===== src/verilog/uart_shadow_map.svh =====
`ifndef UART_SHADOW_MAP_SVH
`define UART_SHADOW_MAP_SVH

// Byte addresses of the aliased shadow window and the control words.
`define SHADOW_FIRST    32'h5000_1130
`define SHADOW_14       32'h5000_1168
`define SHADOW_15       32'h5000_116C
`define CTRL_ADDR       32'h5000_1190
`define STATUS_ADDR     32'h5000_1194

// Field positions.
`define CTRL_FIFO_EN    0
`define CTRL_IR_MODE    1
`define ST_DATA_READY   0
`define ST_OVERRUN      1
`define ST_THR_EMPTY    5

// Sizes and reset values.
`define FIFO_DEPTH      16
`define BYTE_MSB        7
`define RESET_WORD      32'h0000_0000

`endif


===== src/verilog/uart_shadow_pkg.sv =====
package uart_shadow_pkg;

  // One character on the line.
  typedef logic [7:0]  char_t;

  // One APB data word.
  typedef logic [31:0] word_t;

endpackage


===== src/verilog/shadow_skid_buffer.sv =====
`include "uart_shadow_map.svh"

// Two-entry buffer between the transmit queue and the serialiser.
module shadow_skid_buffer
  import uart_shadow_pkg::*;
(
  input  wire logic  pclk,
  input  wire logic  presetn,
  input  wire logic  in_valid,
  output logic       in_ready,
  input  wire char_t in_data,
  output logic       out_valid,
  input  wire logic  out_ready,
  output char_t      out_data
);

  logic  head_v_r, head_v_nxt;
  logic  spare_v_r, spare_v_nxt;
  char_t head_r, head_nxt;
  char_t spare_r, spare_nxt;
  logic  in_fire, out_fire;

  assign out_valid = head_v_r;
  assign out_data  = head_r;

  // A second slot lets the receiver stall without losing the word in flight.
  always_comb begin
    in_fire     = in_valid & in_ready;
    out_fire    = head_v_r & out_ready;
    head_v_nxt  = head_v_r;
    spare_v_nxt = spare_v_r;
    head_nxt    = head_r;
    spare_nxt   = spare_r;
    if (out_fire) begin
      if (spare_v_r) begin
        head_nxt    = spare_r;
        spare_v_nxt = 1'b0;
      end else begin
        head_nxt   = in_data;
        head_v_nxt = in_fire;
      end
    end else if (in_fire) begin
      if (!head_v_r) begin
        head_nxt   = in_data;
        head_v_nxt = 1'b1;
      end else begin
        spare_nxt   = in_data;
        spare_v_nxt = 1'b1;
      end
    end
  end

  // Ready is registered so the filling side never sees a combinational path.
  always_ff @(posedge pclk or negedge presetn) begin
    if (!presetn) begin
      head_v_r  <= 1'b0;
      spare_v_r <= 1'b0;
      head_r    <= '0;
      spare_r   <= '0;
      in_ready  <= 1'b0;
    end else begin
      head_v_r  <= head_v_nxt;
      spare_v_r <= spare_v_nxt;
      head_r    <= head_nxt;
      spare_r   <= spare_nxt;
      in_ready  <= ~spare_v_nxt;
    end
  end

endmodule


===== src/verilog/uart_shadow_buffer_port.sv =====
// Behaviour
// Sixteen word addresses all alias the one receive and transmit data path.
// A shadow read returns the byte from the serial or infrared input in bits 7:0.
// Returned data is valid only while the data-ready flag is set.
// With FIFOs off a new byte overwrites an unread one and flags overrun.
// With FIFOs on a shadow read returns and pops the receive FIFO head.
// A byte arriving at a full receive FIFO is dropped and flags overrun.
// A written byte is queued for the serial or the infrared output.
// The master writes only while the holding-empty flag is set.
// With FIFOs off one write clears the holding-empty flag.
// With FIFOs off further writes overwrite the pending byte.
// With FIFOs on writes are accepted up to the FIFO depth.
// A write to a full transmit FIFO is discarded.
// Bits 15:8 of a shadow location read zero and ignore writes.
// Only a real read pops, and a read with no data changes nothing.
`include "uart_shadow_map.svh"

module uart_shadow_buffer_port
  import uart_shadow_pkg::*;
#(
  parameter int DEPTH = `FIFO_DEPTH
)(
  input  wire logic  pclk,
  input  wire logic  presetn,
  input  wire logic  psel,
  input  wire logic  penable,
  input  wire logic  pwrite,
  input  wire word_t paddr,
  input  wire word_t pwdata,
  output word_t      prdata,
  output logic       pready,
  output logic       pslverr,
  input  wire logic  rx_valid_uart,
  input  wire char_t rx_byte_uart,
  input  wire logic  rx_valid_ir,
  input  wire char_t rx_byte_ir,
  output logic       tx_valid,
  input  wire logic  tx_ready,
  output char_t      tx_byte,
  output logic       tx_ir_mode
);

  localparam int AW = $clog2(DEPTH);
  localparam int CW = $clog2(DEPTH + 1);
  localparam logic [CW-1:0] FULL = CW'(DEPTH);
  localparam logic [AW-1:0] LAST = AW'(DEPTH - 1);

  ////////////////////////////////////////////////////////////////////////////
  // Bus decode.

  logic          access, done, shadow_hit, ctrl_hit, status_hit, any_hit;
  logic          rd_shadow, wr_shadow, wr_ctrl, rd_status;
  word_t         rdata;
  word_t         prdata_nxt;
  logic          pready_nxt, pslverr_nxt;
  logic          fifo_en_r, fifo_en_nxt, ir_mode_r, ir_mode_nxt, flush;
  logic          overrun_r, overrun_nxt, ovr_set;
  logic [CW-1:0] rx_cnt_r, rx_cnt_nxt, tx_cnt_r, tx_cnt_nxt;
  logic [AW-1:0] rx_wp_r, rx_wp_nxt, rx_rp_r, rx_rp_nxt;
  logic [AW-1:0] tx_wp_r, tx_wp_nxt, tx_rp_r, tx_rp_nxt;
  logic [AW-1:0] rx_wa, tx_wa;
  logic          rx_we, tx_we, rx_push, rx_pop, tx_pop, buf_ready;
  char_t         rx_in;
  char_t         rx_mem [DEPTH];
  char_t         tx_mem [DEPTH];

  // The shadow window is a range of word-aligned addresses decoded by comparison; every word in it is the same port.
  always_comb begin
    access     = psel & penable;
    done       = access & pready;
    shadow_hit = (paddr >= `SHADOW_FIRST) && (paddr <= `SHADOW_15) &&
                 (paddr[1:0] == 2'b00);
    ctrl_hit   = (paddr == `CTRL_ADDR);
    status_hit = (paddr == `STATUS_ADDR);
    any_hit    = shadow_hit | ctrl_hit | status_hit;
    rd_shadow  = done & shadow_hit & ~pwrite;
    wr_shadow  = done & shadow_hit & pwrite;
    wr_ctrl    = done & ctrl_hit & pwrite;
    rd_status  = done & status_hit & ~pwrite;
  end

  // Read data mux; bits above the character are held at zero.
  always_comb begin
    rdata = `RESET_WORD;
    if (shadow_hit && rx_cnt_r != '0) begin
      rdata[`BYTE_MSB:0] = rx_mem[rx_rp_r];
    end else if (ctrl_hit) begin
      rdata[`CTRL_FIFO_EN] = fifo_en_r;
      rdata[`CTRL_IR_MODE] = ir_mode_r;
    end else if (status_hit) begin
      rdata[`ST_DATA_READY] = (rx_cnt_r != '0);
      rdata[`ST_OVERRUN]    = overrun_r;
      rdata[`ST_THR_EMPTY]  = (tx_cnt_r == '0);
    end
  end

  // One wait state: data and ready leave flops, at the cost of a cycle.
  always_comb begin
    pready_nxt  = access & ~pready;
    prdata_nxt  = (pready_nxt & ~pwrite) ? rdata : `RESET_WORD;
    pslverr_nxt = pready_nxt & ~any_hit;
  end

  always_ff @(posedge pclk or negedge presetn) begin
    if (!presetn) begin
      pready  <= 1'b0;
      prdata  <= `RESET_WORD;
      pslverr <= 1'b0;
    end else begin
      pready  <= pready_nxt;
      prdata  <= prdata_nxt;
      pslverr <= pslverr_nxt;
    end
  end

  ////////////////////////////////////////////////////////////////////////////
  // Control bits.

  // Changing the FIFO mode empties both queues; the two skid buffer entries are not flushed.
  always_comb begin
    fifo_en_nxt = fifo_en_r;
    ir_mode_nxt = ir_mode_r;
    flush       = 1'b0;
    if (wr_ctrl) begin
      fifo_en_nxt = pwdata[`CTRL_FIFO_EN];
      ir_mode_nxt = pwdata[`CTRL_IR_MODE];
      flush       = pwdata[`CTRL_FIFO_EN] != fifo_en_r;
    end
  end

  always_ff @(posedge pclk or negedge presetn) begin
    if (!presetn) begin
      fifo_en_r  <= 1'b0;
      ir_mode_r  <= 1'b0;
      tx_ir_mode <= 1'b0;
    end else begin
      fifo_en_r  <= fifo_en_nxt;
      ir_mode_r  <= ir_mode_nxt;
      tx_ir_mode <= ir_mode_nxt;
    end
  end

  ////////////////////////////////////////////////////////////////////////////
  // Receive queue.

  // With FIFOs off only entry zero is used, so a second byte lands on the first.
  always_comb begin
    rx_push     = ir_mode_r ? rx_valid_ir : rx_valid_uart;
    rx_in       = ir_mode_r ? rx_byte_ir : rx_byte_uart;
    rx_pop      = rd_shadow & (rx_cnt_r != '0);
    rx_cnt_nxt  = rx_cnt_r;
    rx_wp_nxt   = rx_wp_r;
    rx_rp_nxt   = rx_rp_r;
    rx_we       = 1'b0;
    rx_wa       = rx_wp_r;
    ovr_set     = 1'b0;
    if (rx_pop) begin
      rx_rp_nxt  = (fifo_en_r && rx_rp_r != LAST) ? rx_rp_r + 1'b1 : '0;
      rx_cnt_nxt = rx_cnt_r - 1'b1;
    end
    if (rx_push) begin
      if (!fifo_en_r) begin
        rx_we      = 1'b1;
        rx_wa      = '0;
        rx_rp_nxt  = '0;
        rx_cnt_nxt = CW'(1);
        ovr_set    = (rx_cnt_r != '0) & ~rx_pop;
      end else if (rx_cnt_r == FULL && !rx_pop) begin
        ovr_set = 1'b1;
      end else begin
        rx_we      = 1'b1;
        rx_wp_nxt  = (rx_wp_r != LAST) ? rx_wp_r + 1'b1 : '0;
        rx_cnt_nxt = rx_pop ? rx_cnt_r : rx_cnt_r + 1'b1;
      end
    end
    if (flush) begin
      rx_cnt_nxt = '0;
      rx_wp_nxt  = '0;
      rx_rp_nxt  = '0;
    end
    // A new overrun in the cycle of a status read still stands afterwards.
    overrun_nxt = ovr_set | (overrun_r & ~rd_status);
  end

  always_ff @(posedge pclk or negedge presetn) begin
    if (!presetn) begin
      rx_cnt_r  <= '0;
      rx_wp_r   <= '0;
      rx_rp_r   <= '0;
      overrun_r <= 1'b0;
    end else begin
      rx_cnt_r  <= rx_cnt_nxt;
      rx_wp_r   <= rx_wp_nxt;
      rx_rp_r   <= rx_rp_nxt;
      overrun_r <= overrun_nxt;
    end
  end

  // Storage is not reset; the counts guard every read of it.
  always_ff @(posedge pclk) begin
    if (rx_we) begin
      rx_mem[rx_wa] <= rx_in;
    end
  end

  ////////////////////////////////////////////////////////////////////////////
  // Transmit queue.

  // Only bits 7:0 of the written word are taken.
  always_comb begin
    tx_pop     = (tx_cnt_r != '0) & buf_ready;
    tx_cnt_nxt = tx_cnt_r;
    tx_wp_nxt  = tx_wp_r;
    tx_rp_nxt  = tx_rp_r;
    tx_we      = 1'b0;
    tx_wa      = tx_wp_r;
    if (tx_pop) begin
      tx_rp_nxt  = (fifo_en_r && tx_rp_r != LAST) ? tx_rp_r + 1'b1 : '0;
      tx_cnt_nxt = tx_cnt_r - 1'b1;
    end
    if (wr_shadow) begin
      if (!fifo_en_r) begin
        tx_we      = 1'b1;
        tx_wa      = '0;
        tx_rp_nxt  = '0;
        tx_cnt_nxt = CW'(1);
      end else if (tx_cnt_r != FULL || tx_pop) begin
        tx_we      = 1'b1;
        tx_wp_nxt  = (tx_wp_r != LAST) ? tx_wp_r + 1'b1 : '0;
        tx_cnt_nxt = tx_pop ? tx_cnt_r : tx_cnt_r + 1'b1;
      end
    end
    if (flush) begin
      tx_cnt_nxt = '0;
      tx_wp_nxt  = '0;
      tx_rp_nxt  = '0;
    end
  end

  always_ff @(posedge pclk or negedge presetn) begin
    if (!presetn) begin
      tx_cnt_r <= '0;
      tx_wp_r  <= '0;
      tx_rp_r  <= '0;
    end else begin
      tx_cnt_r <= tx_cnt_nxt;
      tx_wp_r  <= tx_wp_nxt;
      tx_rp_r  <= tx_rp_nxt;
    end
  end

  // A full queue takes no write unless it pops in the same cycle, so the held bytes stay as they were.
  always_ff @(posedge pclk) begin
    if (tx_we) begin
      tx_mem[tx_wa] <= pwdata[`BYTE_MSB:0];
    end
  end

  // The serialiser stalls through tx_ready; the queue waits on the buffer.
  shadow_skid_buffer u_skid (
    .pclk      (pclk),
    .presetn   (presetn),
    .in_valid  (tx_pop),
    .in_ready  (buf_ready),
    .in_data   (tx_mem[tx_rp_r]),
    .out_valid (tx_valid),
    .out_ready (tx_ready),
    .out_data  (tx_byte)
  );

  ////////////////////////////////////////////////////////////////////////////
  // Checks.

  a_bus_one_wait: assert property (@(posedge pclk) disable iff (!presetn)
    access && !pready |=> pready ##1 !pready)
    else $error("ready did not follow one wait state");
  a_rd_pop_one: assert property (@(posedge pclk) disable iff (!presetn)
    rd_shadow && rx_cnt_r != '0 && fifo_en_r && !rx_push && !flush
    |=> rx_cnt_r == $past(rx_cnt_r) - 1'b1)
    else $error("read did not pop one entry");
  a_rd_empty_keep: assert property (@(posedge pclk) disable iff (!presetn)
    rd_shadow && rx_cnt_r == '0 && !rx_push |=> rx_cnt_r == '0 && $stable(rx_rp_r))
    else $error("empty read changed the receive state");
  a_rd_data_head: assert property (@(posedge pclk) disable iff (!presetn)
    pready_nxt && !pwrite && shadow_hit && rx_cnt_r != '0
    |=> prdata[`BYTE_MSB:0] == $past(rx_mem[rx_rp_r]))
    else $error("shadow read returned the wrong byte");
  a_rd_high_zero: assert property (@(posedge pclk) disable iff (!presetn)
    pready && shadow_hit |-> prdata[31:8] == '0)
    else $error("reserved read bits not zero");
  a_ovr_direct: assert property (@(posedge pclk) disable iff (!presetn)
    !fifo_en_r && rx_push && rx_cnt_r != '0 && !rx_pop && !flush
    |=> overrun_r && rx_cnt_r == CW'(1) && rx_mem[0] == $past(rx_in))
    else $error("direct overwrite not flagged");
  a_ovr_full_keep: assert property (@(posedge pclk) disable iff (!presetn)
    fifo_en_r && rx_push && rx_cnt_r == FULL && !rx_pop && !flush
    |=> overrun_r && rx_cnt_r == FULL && $stable(rx_wp_r))
    else $error("full receive queue not preserved");
  a_thr_clear: assert property (@(posedge pclk) disable iff (!presetn)
    !fifo_en_r && wr_shadow && tx_cnt_r == '0 && !flush
    |=> tx_cnt_r == CW'(1) ##1 tx_cnt_r <= CW'(1))
    else $error("write did not clear holding empty");
  a_tx_accept: assert property (@(posedge pclk) disable iff (!presetn)
    fifo_en_r && wr_shadow && tx_cnt_r != FULL && !tx_pop && !flush
    |=> tx_cnt_r == $past(tx_cnt_r) + 1'b1)
    else $error("transmit write not accepted");
  a_tx_full_drop: assert property (@(posedge pclk) disable iff (!presetn)
    fifo_en_r && wr_shadow && tx_cnt_r == FULL && !tx_pop && !flush
    |=> tx_cnt_r == FULL && $stable(tx_wp_r))
    else $error("write to full queue was taken");

  // The status word must mirror the queues as they stood when it was captured.
  a_stat_ready: assert property (@(posedge pclk) disable iff (!presetn)
    pready_nxt && !pwrite && status_hit
    |=> prdata[`ST_DATA_READY] == ($past(rx_cnt_r) != '0))
    else $error("data-ready flag does not match the receive count");
  a_stat_empty: assert property (@(posedge pclk) disable iff (!presetn)
    pready_nxt && !pwrite && status_hit
    |=> prdata[`ST_THR_EMPTY] == ($past(tx_cnt_r) == '0))
    else $error("holding-empty flag does not match the transmit count");
  a_stat_ovr: assert property (@(posedge pclk) disable iff (!presetn)
    pready_nxt && !pwrite && status_hit |=> prdata[`ST_OVERRUN] == $past(overrun_r))
    else $error("overrun flag not reported");
  a_empty_read_zero: assert property (@(posedge pclk) disable iff (!presetn)
    pready_nxt && !pwrite && shadow_hit && rx_cnt_r == '0 |=> prdata == `RESET_WORD)
    else $error("read with no data returned a stale byte");

  // A bad address must be answered with an error, a good one never.
  a_err_unmapped: assert property (@(posedge pclk) disable iff (!presetn)
    pready_nxt && !any_hit |=> pslverr && prdata == `RESET_WORD)
    else $error("unmapped address not refused");
  a_err_mapped: assert property (@(posedge pclk) disable iff (!presetn)
    pready_nxt && any_hit |=> !pslverr)
    else $error("mapped address refused");

  // Overrun is sticky until software reads the status word.
  a_ovr_clear: assert property (@(posedge pclk) disable iff (!presetn)
    rd_status && !ovr_set |=> !overrun_r)
    else $error("status read did not clear overrun");
  a_ovr_sticky: assert property (@(posedge pclk) disable iff (!presetn)
    overrun_r && !rd_status |=> overrun_r)
    else $error("overrun cleared without a status read");
  a_rx_full_no_write: assert property (@(posedge pclk) disable iff (!presetn)
    fifo_en_r && rx_push && rx_cnt_r == FULL && !rx_pop |-> !rx_we)
    else $error("full receive queue was written");
  a_rx_cnt_bound: assert property (@(posedge pclk) disable iff (!presetn)
    rx_cnt_r <= FULL)
    else $error("receive count beyond depth");

  // Transmit side: overwrite without FIFOs, bounded queue with them.
  a_tx_overwrite: assert property (@(posedge pclk) disable iff (!presetn)
    !fifo_en_r && wr_shadow && !flush
    |=> tx_cnt_r == CW'(1) && tx_mem[0] == $past(pwdata[`BYTE_MSB:0]))
    else $error("pending byte not overwritten");
  a_tx_cnt_bound: assert property (@(posedge pclk) disable iff (!presetn)
    tx_cnt_r <= FULL)
    else $error("transmit count beyond depth");
  a_tx_mode_follow: assert property (@(posedge pclk) disable iff (!presetn)
    wr_ctrl |=> tx_ir_mode == $past(pwdata[`CTRL_IR_MODE]))
    else $error("output select did not follow the mode bit");

endmodule


===== config.mk =====
export PLATFORM = sky130hd
export DESIGN_NAME = uart_shadow_buffer_port
export DESIGN_NICKNAME = d
export VERILOG_FILES = /design/src/verilog/uart_shadow_pkg.sv /design/src/verilog/shadow_skid_buffer.sv /design/src/verilog/uart_shadow_buffer_port.sv
export VERILOG_INCLUDE_DIRS = /design/src /design/src/verilog
export SDC_FILE = /design/constraint.sdc
export NUM_CORES = 1
export LEC_CHECK = 0
export ABC_AREA = 1
export BUFFER_PORTS_ARGS = -buffer_cell sky130_fd_sc_hd__buf_4
export CAP_MARGIN = 10
export CORE_UTILIZATION = 64
export DETAILED_ROUTE_END_ITERATION = 10
export PLACE_DENSITY = 0.85
export SLEW_MARGIN = 20
export SYNTH_ARGS = -nofsm -noshare
export SYNTH_HDL_FRONTEND = slang
export SYNTH_SLANG_ARGS = --single-unit

===== constraint.sdc =====
create_clock -name pclk -period 6.1 [get_ports pclk]
set_clock_uncertainty 0.15 [all_clocks]
set_input_delay 0 -clock pclk [delete_from_list [all_inputs] [get_ports pclk]]
set_output_delay 0 -clock pclk [all_outputs]
set_load 0.01 [all_outputs]

==> impl_metrics.csv, run 1 <==
group,metric,value,unit
cts,clk_latency,0.56,ns
worst_setup_path,worst-path-stages,14,
cells_and_area,final_cell_mix,"256 x sky130_fd_sc_hd__edfxtp_1, 220 x sky130_fd_sc_hd__nand2_1, 110 x sky130_fd_sc_hd__a21oi_1",
cts,clk_pin_slew,0.06,ns
cells_and_area,final_layout_size_suffix_gt1_share,13.5,%
route,drt-pass1-iter-count,5,
worst_setup_path,setup.worst_path.class,"in -> reg",
route,vias_per_cell,6.07,
floorplan,die_h,150,µm
logic_synthesis,synth_seq_area_share,65.0,%
cts,clk_root_buffer_cell,"sky130_fd_sc_hd__clkbuf_16",
cts,total_setup_buffers_inserted_after_cts,0,
logic_synthesis,synth_edf_count,256,
logic_synthesis,async_flop_share,18.5,%
floorplan,initial_core_util,66.0,%
cells_and_area,utilization,76.1,%
cts,max-clock-path-buffers,3,
cts,clock_sinks,314,
timing,drv_slew,0,
placed_design,placement.io_buffers,83,
worst_setup_path,worst_path_most_repeated_cell,"sky130_fd_sc_hd__dlygate4sd3_1",
timing,timing.final.crit_period,3.81,ns
placed_design,routabilityCongestion,0.833,
floorplan,die_area,22600,µm²
global_routing,busiest_layer,"met2",
power,powerDensity,373,nW/µm²
worst_hold_path,hp-class,"in -> reg",
worst_setup_path,critical_path.max_fanout,8,
floorplan,io_pins,132,
outcome,outcome,"completed",
worst_setup_path,path_cells,"dlygate4sd3_1 -> buf_4 -> inv_2 -> nor3_1 -> nand3_1 -> dlygate4sd3_1 -> nand2_1 -> dlygate4sd3_1 -> nand4_1 -> nand3_1 -> nand2_2 -> inv_2 -> nand4_1 -> nor2_1",
floorplan,fp.coreArea,21300,µm²
logic_synthesis,ys_dominant_reg_cell,"sky130_fd_sc_hd__edfxtp_1",
logic_synthesis,syn_inst,1264,
worst_setup_path,r2r_start,"rx_rp_r[2]",
timing,totalNegativeSetupSlack,0,ns
route,ant_nets,0,
placed_design,place.detailed.instances,1577,
floorplan,width_of_the_die,150,µm
timing,timing.final.crit_share,62.5,%
route,post-route-drc-count,0,
worst_setup_path,setup.worst_path.start_class,"input pin",
worst_setup_path,crit-reg2reg-capture,"prdata[0]",
route,via_count,10200,
power,power.internal,4.18,mW
cells_and_area,areaGrowthSynthToFinish,15.3,%
logic_synthesis,synthesis.yosys.warnings,0,
global_routing,number_of_global_route_vias_before_repair,10100,
power,power.net_switching,1.86,mW
worst_setup_path,crit_path_start,"paddr[2]",
global_routing,wire_length_of_the_first_global_routing_pass,51.5,mm
timing,timing_hold_violations_final,0,
route,drt-wirelength-per-cell,19.8,µm
floorplan,fp-row-count,53,
global_routing,groute.usage.overall,30.0,%
cts,numCtsBuffers,31,
timing,final.hold.worst_slack,0.0297,ns
worst_setup_path,cp_top_family,"buffers and inverters",
logic_synthesis,synth_area,14100,µm²
worst_setup_path,timing.critical_path.to_type,"register",
cells_and_area,final_nets,1468,
cells_and_area,layout_commonest_cell,"sky130_fd_sc_hd__edfxtp_1",
worst_setup_path,worst_ep_arrival_time,3.84,ns
cts,cts-hold-fix-buffers,37,
route,number_of_drc_violations_after_detailed_routing_iteration_0,1036,
global_routing,antenna_found_initial,0,
worst_setup_path,timing.critical_path.slowest_stage_cell,"sky130_fd_sc_hd__nor2_1",
timing,timing_worst_slew_pin_value,1.00,ns
cts,h-tree-depth,1,
power,p_total,6.04,mW
global_routing,met2_usage,53.4,%
global_routing,leftover_overflow_at_the_end_of_global_routing,0,
power,p_leak,6.37,nW
cells_and_area,num_antenna_cells,0,
power,swShare,30.9,%
cts,cts_tree,"yes",
power,power.share.sequential,45.3,%
global_routing,pin_count_of_the_biggest_net_entering_global_routing,68,
global_routing,use_met3,4.42,%
route,detail_route.wirelength,33.1,mm
flow_run,max_cap_violation_count,0,
placed_design,detailed_place_hpwl,19.3,mm
power,pwr-share-clk,31.9,%
worst_setup_path,critical_path_required,6.13,ns
cts,ctsResizeCount,0,
power,power_frac_comb,22.8,%
worst_setup_path,cp_num_buf_inv,6,
cells_and_area,final_cell_count_no_fill,1672,
timing,rsz0062_at_grt,"false",
power,power.ir.vdd_worst,0.277,mV
global_routing,use_met1,36.1,%
logic_synthesis,synth.lib_cells_used.distinct,48,
timing,setup_violations,0,
timing,max_slew_margin,33.2,%
worst_hold_path,hold_start,"rx_byte_uart[3]",
worst_setup_path,cp_peak_stage_delay,0.76,ns
logic_synthesis,post_synth.cell_area_avg,11.1,µm²
timing,max_freq,262,MHz
logic_synthesis,synth-seq-cells,314,
worst_setup_path,worstSetupEndpoint,"rx_mem[10][6]",
worst_setup_path,worstRegToRegCells,7,
worst_setup_path,reg2reg_slack,2.64,ns
[through the flow]
stage,cell area [µm²],setup slack (ns)
6_report,16200,2.29
5_1_grt,16200,2.12
4_1_cts,16200,2.39
3_5_place_dp,14800,2.85
3_3_place_gp,14800,2.89
2_1_floorplan,14100,3.74
[worst min-delay path, delay by kind of cell]
family	cells	cell delay, ns
and+or+nand+nor	2	0.42
buffers and inverters	1	0.08
[logic make-up after synthesis]
| group | after synthesis | synth area share, % |
|---|---|---|
| buffers and inverters | 190 | 5.82 |
| xor gates and xnor gates | 12 | 0.748 |
| DFF | 314 | 65.0 |
| and+or+nand+nor | 419 | 13.4 |
| AOI/OAI and AO/OA | 287 | 11.9 |
| adders and majority gates | 8 | 0.712 |
| muxes | 33 | 2.36 |
| other | 1 | 0.0267 |
[power by group through the flow]
stage	Clock [mW]	Combinational [mW]	Sequential [mW]
after global routing	2.02	1.54	2.76
after floorplan	0	1.03	2.67
after global placement	0	1.27	2.76
after detailed placement	0	1.32	2.77
final	1.93	1.38	2.74
after CTS	1.93	1.36	2.73
[state kept, by name (all words and copies together), names as in the netlist]
| name | flops |
|---|---|
| fifo_en_r | 1 |
| rx_rp_r | 4 |
| u_skid.in_ready | 1 |
| prdata | 8 |
| rx_mem | 128 |
| u_skid.out_valid | 1 |
| pready | 1 |
| u_skid.spare_r | 8 |
| tx_cnt_r | 5 |
| overrun_r | 1 |
| pslverr | 1 |
| tx_wp_r | 4 |
| rx_cnt_r | 5 |
| tx_mem | 128 |
| ir_mode_r | 1 |
| u_skid.spare_v_r | 1 |
| u_skid.out_data | 8 |
| tx_rp_r | 4 |
| rx_wp_r | 4 |
[synth_stat cells, types with 2 or more instances]
cell type / count / area (µm²)
sky130_fd_sc_hd__buf_4: 24 / 180
sky130_fd_sc_hd__buf_1: 10 / 37.5
sky130_fd_sc_hd__clkinv_1: 2 / 7.51
sky130_fd_sc_hd__nand2_2: 9 / 56.3
sky130_fd_sc_hd__ha_1: 8 / 100
sky130_fd_sc_hd__o211ai_1: 33 / 248
sky130_fd_sc_hd__a211oi_1: 6 / 45.0
sky130_fd_sc_hd__dfrtp_1: 58 / 1450
sky130_fd_sc_hd__mux2i_1: 32 / 320
sky130_fd_sc_hd__nor2_4: 7 / 78.8
sky130_fd_sc_hd__buf_2: 12 / 60.1
sky130_fd_sc_hd__clkbuf_1: 31 / 116
sky130_fd_sc_hd__inv_1: 104 / 390
sky130_fd_sc_hd__o21ai_1: 16 / 80.1
sky130_fd_sc_hd__nor3_1: 14 / 70.1
sky130_fd_sc_hd__nand3_1: 58 / 290
sky130_fd_sc_hd__nor3_2: 2 / 20.0
sky130_fd_sc_hd__a221oi_1: 24 / 210
sky130_fd_sc_hd__nand2_1: 220 / 826
sky130_fd_sc_hd__or2_2: 3 / 18.8
sky130_fd_sc_hd__nor2_1: 81 / 304
sky130_fd_sc_hd__a21oi_1: 110 / 551
sky130_fd_sc_hd__nor2_8: 2 / 40.0
sky130_fd_sc_hd__nor2_2: 8 / 50.1
sky130_fd_sc_hd__o22ai_1: 7 / 43.8
sky130_fd_sc_hd__xor2_1: 11 / 96.3
sky130_fd_sc_hd__edfxtp_1: 256 / 7690
sky130_fd_sc_hd__o21ai_0: 78 / 390
sky130_fd_sc_hd__a31oi_1: 4 / 25.0
sky130_fd_sc_hd__nand2_4: 3 / 33.8
sky130_fd_sc_hd__inv_2: 7 / 26.3
sky130_fd_sc_hd__a31oi_2: 2 / 25.0
sky130_fd_sc_hd__nand4_1: 7 / 43.8
[layer usage]
layer	wire, µm	share of wire [%]
met1	12300	37
met3	2370	7.1
met4	1400	4.2
met2	17100	51
met5	0	0
[worst min-delay path by stage]
stage / to / cells after the start
2_1_floorplan: fifo_en_r / 0
3_3_place_gp: rx_cnt_r[1] / 1
3_5_place_dp: rx_cnt_r[1] / 1
4_1_cts: rx_mem[13][4] / 3
5_1_grt: overrun_r / 8
6_report: rx_mem[8][3] / 3
[final cells by class]
| type | instances | area, µm² |
|---|---|---|
| inverters | 113 | 424 |
| well taps | 275 | 344 |
| fillers | 1250 | 5080 |
| clock inverters | 17 | 190 |
| multi-input cells | 783 | 4180 |
| repair buffers | 129 | 1080 |
| clock buffers | 41 | 843 |
| flip-flops and latches | 314 | 9140 |
Note: power is estimated with default switching activity, not from simulation.
==> inputs of run 2 (changes only) <==
--- a/config.mk
+++ b/config.mk
@@ -9,9 +9,9 @@
 export ABC_AREA = 1
 export BUFFER_PORTS_ARGS = -buffer_cell sky130_fd_sc_hd__buf_4
 export CAP_MARGIN = 10
-export CORE_UTILIZATION = 64
+export CORE_UTILIZATION = 54
 export DETAILED_ROUTE_END_ITERATION = 10
-export PLACE_DENSITY = 0.85
+export PLACE_DENSITY = 0.77
 export SLEW_MARGIN = 20
 export SYNTH_ARGS = -nofsm -noshare
 export SYNTH_HDL_FRONTEND = slang
==> constraint.sdc (replaced) <==
create_clock -name pclk -period 3.2 [get_ports pclk]
set_clock_uncertainty 0.15 [all_clocks]
set_input_delay 0 -clock pclk [delete_from_list [all_inputs] [get_ports pclk]]
set_output_delay 0 -clock pclk [all_outputs]
set_load 0.01 [all_outputs]
==> run 2 against run 1 <==
Net effect:
- clock-buffer cell count is 1 higher
- register-to-register slack got worse by 2.4 ns
- largest power group unchanged
- critical endpoint is now fifo_en_r
- global-route usage is 4.5 points lower
- flip-flop and latch count stayed put
- critical path depth down 2
- final cell count increased by 5.4%
- critical path type unchanged
- via count decreased by 1.4%
- worst hold slack improved by 0.0038 ns
- routed wire length is 0.52% lower
- combinational power is 96% higher
- sequential share of layout area down 1.1 points
==> impl_metrics.csv, run 2 (synthesis results as in run 1) <==
group,metric,value,unit
outcome,outcome,"completed",
route,met1_length,12.8,mm
placed_design,detailed_place_hpwl,21.3,mm
power,powerDensity,689,nW/µm²
global_routing,leftover_overflow_at_the_end_of_global_routing,0,
cells_and_area,fillCellCount,1841,
placed_design,placement.setup.worst_slack,0.235,ns
worst_setup_path,timing.critical_path.to_type,"register",
worst_setup_path,setup.worst_path.start_class,"input pin",
worst_setup_path,worst-path-stages,12,
timing,final.hold.worst_slack,0.0335,ns
worst_setup_path,cp_peak_stage_delay,0.63,ns
placed_design,dpl-instance-area,15200,µm²
cells_and_area,final_cell_mix,"256 x sky130_fd_sc_hd__edfxtp_1, 220 x sky130_fd_sc_hd__nand2_1, 133 x sky130_fd_sc_hd__buf_4",
worst_hold_path,hold_path_depth,7,
route,detail_route.wirelength,33.0,mm
route,routed.top_layer,"met4",
cells_and_area,utilization,65.2,%
cells_and_area,design_area,16500,µm²
floorplan,width_of_the_die,163,µm
global_routing,pin_count_of_the_biggest_net_entering_global_routing,82,
floorplan,initial_core_util,55.5,%
cells_and_area,num_antenna_cells,0,
worst_setup_path,worst_ep_arrival_time,3.44,ns
route,number_of_drc_violations_after_detailed_routing_iteration_0,1160,
placed_design,placement.io_buffers,83,
worst_setup_path,r2r_start,"rx_rp_r[0]",
cts,clk_root_buffer_cell,"sky130_fd_sc_hd__clkbuf_16",
worst_setup_path,critical_path_required,3.54,ns
floorplan,fp-row-count,58,
cells_and_area,final_layout_size_suffix_gt1_share,16.5,%
power,p_leak,6.53,nW
timing,timing.final.crit_share,97.0,%
cts,max-clock-path-buffers,3,
timing,max_freq,322,MHz
worst_hold_path,hold_start,"paddr[24]",
timing,totalNegativeSetupSlack,0,ns
route,ant_nets,0,
flow_run,max_cap_violation_count,0,
cts,numCtsBuffers,31,
global_routing,wire_length_of_the_first_global_routing_pass,52.5,mm
placed_design,routabilityCongestion,0.851,
timing,timing_worst_slew_pin_value,0.923,ns
floorplan,io_pins,132,
worst_setup_path,path_cells,"dlygate4sd3_1 -> buf_4 -> nor2_2 -> nand2_1 -> dlygate4sd3_1 -> nor2_1 -> nand3_1 -> dlygate4sd3_1 -> nor2_2 -> nand3_1 -> dlygate4sd3_1 -> a21oi_1",
timing,max_slew_margin,38.5,%
timing,setup_violations,0,
worst_setup_path,crit_path_start,"paddr[0]",
floorplan,die_h,163,µm
worst_setup_path,worstRegToRegCells,10,
route,drt-pass1-iter-count,5,
route,post-route-drc-count,0,
worst_setup_path,cp_num_buf_inv,5,
cells_and_area,final_nets,1507,
placed_design,place.detailed.instances,1673,
power,p_total,11.4,mW
worst_hold_path,hp-class,"in -> reg",
route,via_count,10000,
timing,timing.final.crit_period,3.10,ns
timing,timing_hold_violations_final,0,
cts,clock_sinks,314,
global_routing,number_of_global_route_vias_before_repair,10000,
timing,worst_slack,0.0970,ns
worst_setup_path,timing.critical_path.slowest_stage_cell,"sky130_fd_sc_hd__dlygate4sd3_1",
cts,clk_latency,0.56,ns
route,met3_wl,1.98,mm
cells_and_area,final_cell_count_no_fill,1762,
cts,cts_tree,"yes",
worst_setup_path,worst_path_most_repeated_cell,"sky130_fd_sc_hd__dlygate4sd3_1",
global_routing,antenna_found_initial,0,
worst_setup_path,critical_path.max_fanout,4,
route,routed-wl-met2,16.8,mm
worst_setup_path,cp_top_family,"buffers and inverters",
global_routing,groute.usage.overall,25.5,%
timing,drv_slew,0,
route,drt-wirelength-per-cell,18.7,µm
worst_setup_path,setup.worst_path.class,"in -> reg",
floorplan,die_area,26700,µm²
power,power.ir.vdd_worst,0.507,mV
floorplan,fp.coreArea,25300,µm²
route,vias_per_cell,5.68,
cells_and_area,areaGrowthSynthToFinish,17.6,%
cells_and_area,layout_commonest_cell,"sky130_fd_sc_hd__edfxtp_1",
cells_and_area,biggestRegsByFlops,"rx_mem x128, tx_mem x128",
cts,h-tree-depth,1,
cts,clk_pin_slew,0.06,ns
-- run 2: worst paths after layout --
| kind | end | slack, ns |
|---|---|---|
| max in group asynchronous | tx_rp_r[0] | 2.24 |
| min in group asynchronous | rx_cnt_r[3] | 0.35 |
| min | rx_wp_r[0] | 0.03 |
| max reg2reg | prdata[1] | 0.25 |
| min reg2reg | u_skid.out_data[3] | 0.33 |
| max | fifo_en_r | 0.1 |
-- run 2: metal layers --
metal	global-route usage [%]	up-vias
met5	0	-
met4	11.3	0
met3	3.20	83
met2	44.6	420
met1	31.7	4787
li1	-	4720
-- run 2: layout make-up --
cell class	count	area [µm²]	area share [%]
sequential	314	9140	55.3
multi-input combinational	783	4210	25.5
timing repair buffer	168	1390	8.41
clock buffer	42	847	5.13
inverter	113	428	2.59
tap	330	413	2.50
clock inverter	12	92.6	0.560
-- run 2: what timing repair did --
item,CTS,global route
hold endpoints to repair,238,0
gates resized for setup,0,7
hold buffers,33,0
buffers inserted,0,2
endpoints found under the setup margin,0,38
-- run 2: power breakdown --
part	internal [mW]	switching [mW]	total (mW)	leakage (nW)
combinational	1.08	1.64	2.71	3.08
clock	1.92	1.49	3.41	0.452
sequential	4.80	0.453	5.26	3.00
total	7.80	3.58	11.4	6.53
-- run 2: worst register-to-register path: cells and delay by family, from the launching register on --
kind | cells | cell delay (ns)
flops | 1 | 0.63
simple gates | 5 | 0.36
compound gates | 2 | 0.47
buf+inv | 3 | 1.23
==> inputs of run 3 (changes only) <==
--- a/config.mk
+++ b/config.mk
@@ -7,11 +7,11 @@
 export NUM_CORES = 1
 export LEC_CHECK = 0
 export ABC_AREA = 1
-export BUFFER_PORTS_ARGS = -buffer_cell sky130_fd_sc_hd__buf_4
 export CAP_MARGIN = 10
-export CORE_UTILIZATION = 54
+export CORE_UTILIZATION = 57
 export DETAILED_ROUTE_END_ITERATION = 10
-export PLACE_DENSITY = 0.77
+export DONT_BUFFER_PORTS = 1
+export PLACE_DENSITY = 0.75
 export SLEW_MARGIN = 20
 export SYNTH_ARGS = -nofsm -noshare
 export SYNTH_HDL_FRONTEND = slang
==> run 3 against run 2 <==
Net effect:
- sequential power hardly changed
- sequential share of layout area is 1.2 points higher
- largest power group unchanged
- first-iteration DRC count is 17% lower
- maximum frequency is 4.0% higher
- final area is 2.1% lower
- power is 3.3% lower
- flip-flop and latch count stayed put
- global-route usage is 0.53 points lower
- worst hold slack worse by 0.0052 ns
==> impl_metrics.csv, run 3 (synthesis results as in run 1) <==
group,metric,value,unit
outcome,outcome,"completed",
worst_setup_path,cp_peak_stage_delay,0.64,ns
placed_design,placement.io_buffers,0,
cts,cts_tree,"yes",
route,drt-wirelength-per-cell,18.4,µm
power,swShare,31.5,%
cts,h-tree-depth,1,
flow_run,max_cap_violation_count,0,
cts,clk_pin_slew,0.06,ns
worst_setup_path,critical_path.max_fanout,9,
cells_and_area,utilization,66.7,%
power,power_frac_comb,23.2,%
global_routing,number_of_global_route_vias_before_repair,9664,
route,via_count,9800,
placed_design,detailed_place_hpwl,19.1,mm
worst_setup_path,worst_ep_arrival_time,3.26,ns
timing,max_slew_margin,42.4,%
global_routing,leftover_overflow_at_the_end_of_global_routing,0,
placed_design,routabilityCongestion,0.830,
cts,clock_sinks,314,
power,p_leak,6.24,nW
cells_and_area,final_cell_mix,"256 x sky130_fd_sc_hd__edfxtp_1, 219 x sky130_fd_sc_hd__nand2_1, 109 x sky130_fd_sc_hd__a21oi_1",
cells_and_area,multi_input_comb_area,4230,µm²
route,post-route-drc-count,0,
timing,worst_slack,0.217,ns
placed_design,place.detailed.instances,1574,
cells_and_area,fillCellCount,1739,
cells_and_area,areaGrowthSynthToFinish,15.1,%
worst_setup_path,setup.worst_path.class,"in -> reg",
timing,timing.final.crit_period,2.98,ns
floorplan,io_pins,132,
route,ant_nets,0,
route,drt-pass1-iter-count,5,
global_routing,wire_length_of_the_first_global_routing_pass,50.0,mm
cells_and_area,final_layout_size_suffix_gt1_share,10.7,%
timing,timing_hold_violations_final,0,
power,power.net_switching,3.47,mW
route,vias_per_cell,5.75,
cells_and_area,final_cell_count_no_fill,1703,
floorplan,fp-row-count,57,
power,power.ir.vdd_worst,0.524,mV
power,pwr-share-clk,29.2,%
cells_and_area,regArea,9140,µm²
timing,max_freq,335,MHz
timing,setup_violations,0,
floorplan,initial_core_util,58.0,%
power,powerDensity,681,nW/µm²
cells_and_area,biggestRegsByFlops,"rx_mem x128, tx_mem x128",
route,number_of_drc_violations_after_detailed_routing_iteration_0,964,
floorplan,die_area,25300,µm²
timing,totalNegativeSetupSlack,0,ns
cts,clk_root_buffer_cell,"sky130_fd_sc_hd__clkbuf_16",
global_routing,pin_count_of_the_biggest_net_entering_global_routing,72,
cts,numCtsBuffers,31,
worst_setup_path,cp_top_family,"buffers and inverters",
worst_setup_path,timing.critical_path.slowest_stage_cell,"sky130_fd_sc_hd__dlygate4sd3_1",
cells_and_area,layout_commonest_cell,"sky130_fd_sc_hd__edfxtp_1",
timing,rsz0062_at_grt,"false",
worst_setup_path,setup.worst_path.start_class,"input pin",
power,power.internal,7.54,mW
worst_hold_path,hp-class,"in -> reg",
floorplan,die_h,159,µm
worst_setup_path,path_cells,"dlygate4sd3_1 -> nor2_1 -> dlygate4sd3_1 -> nand2_1 -> nor2_2 -> nand2_2 -> nor2_4 -> nand2_2 -> nor2_4 -> dlygate4sd3_1 -> nand2_4 -> nor2_8 -> nand2_4 -> nor2_4 -> nor2_2 -> nand3_1 -> nand2_1",
placed_design,placement.setup.worst_slack,0.510,ns
timing,timing_worst_slew_pin_value,0.862,ns
floorplan,width_of_the_die,159,µm
power,p_total,11.0,mW
global_routing,antenna_found_initial,1,
power,power.share.sequential,47.6,%
worst_setup_path,timing.critical_path.to_type,"register",
cts,max-clock-path-buffers,3,
floorplan,fp.coreArea,24200,µm²
cells_and_area,final_nets,1453,
worst_setup_path,critical_path_required,3.48,ns
worst_setup_path,cp_num_buf_inv,3,
global_routing,groute.usage.overall,25.0,%
timing,timing.final.crit_share,93.2,%
cts,clk_latency,0.55,ns
timing,drv_slew,0,
route,detail_route.wirelength,31.4,mm
## run 3: cell types whose count changed in the layout (fill, tap and decap cells not counted), moves of 2 or more
cell and delta:
sky130_fd_sc_hd__buf_4 -91, sky130_fd_sc_hd__dlygate4sd3_1 +35, sky130_fd_sc_hd__clkinv_1 +7, sky130_fd_sc_hd__buf_6 +3, sky130_fd_sc_hd__clkbuf_1 -3, sky130_fd_sc_hd__clkbuf_8 -3, sky130_fd_sc_hd__clkinvlp_4 -3, sky130_fd_sc_hd__clkinv_4 +2
## run 3: worst reg2reg max path, delay by kind of cell (launching register included)
kind                   cells  cell delay, ns
buffers and inverters      2            0.26
and+or+nand+nor            7            1.54
DFF                        1            0.46
## run 3: layer usage
metal  wire length (µm)  track usage (%)  up-vias
met5                  0                0        -
met4               1050             10.4        0
met3               1980             3.59       89
met2              15700             43.1      406
met1              12600             31.9     4706
li1                   -                -     4599
## run 3: area by class of cell
| cell class | count | share of cell area (%) |
|---|---|---|
| Multi-Input combinational cell | 783 | 26.1 |
| Antenna cell | 1 | 0.0155 |
| Tap cell | 324 | 2.51 |
| Timing Repair Buffer | 114 | 6.70 |
| Clock inverter | 18 | 0.580 |
| Sequential cell | 314 | 56.5 |
| Inverter | 113 | 2.64 |
| Clock buffer | 36 | 4.91 |
## run 3: path summary, 6_finish.rpt
kind,depth (start not counted),start,slack [ns],endpoint
min in group asynchronous,4,presetn,0.49,prdata[6]
max in group asynchronous,4,presetn,2.10,tx_rp_r[0]
worst min-delay path,3,psel,0.03,pready
worst max register to register,9,pready,0.51,rx_mem[1][0]
worst min register to register,2,u_skid.spare_r[1],0.34,u_skid.spare_r[1]
worst max-delay path,17,paddr[26],0.22,rx_cnt_r[3]
## run 3: per-stage QoR
step           hold WS, ns  cell area [µm²]
2_1_floorplan       -0.446            14100
3_3_place_gp        -0.444            14500
3_5_place_dp        -0.444            14500
4_1_cts           0.000187            16100
5_1_grt             0.0495            16200
6_report            0.0283            16200
## run 3: what timing repair did
item                                    in CTS  in global routing
setup buffers                                0                  6
hold endpoints to repair                   355                  0
hold buffers                                70                  0
endpoints found under the setup margin       0                152
gates resized for setup                      0                 14
## run 3: power groups by stage
stage / registers, mW / clock network, mW / logic [mW]
after floorplan: 5.09 / 0 / 1.97
after global placement: 5.30 / 0 / 2.31
after detailed placement: 5.32 / 0 / 2.39
after CTS: 5.24 / 3.26 / 2.52
after global routing: 5.30 / 3.41 / 2.87
final: 5.24 / 3.21 / 2.56
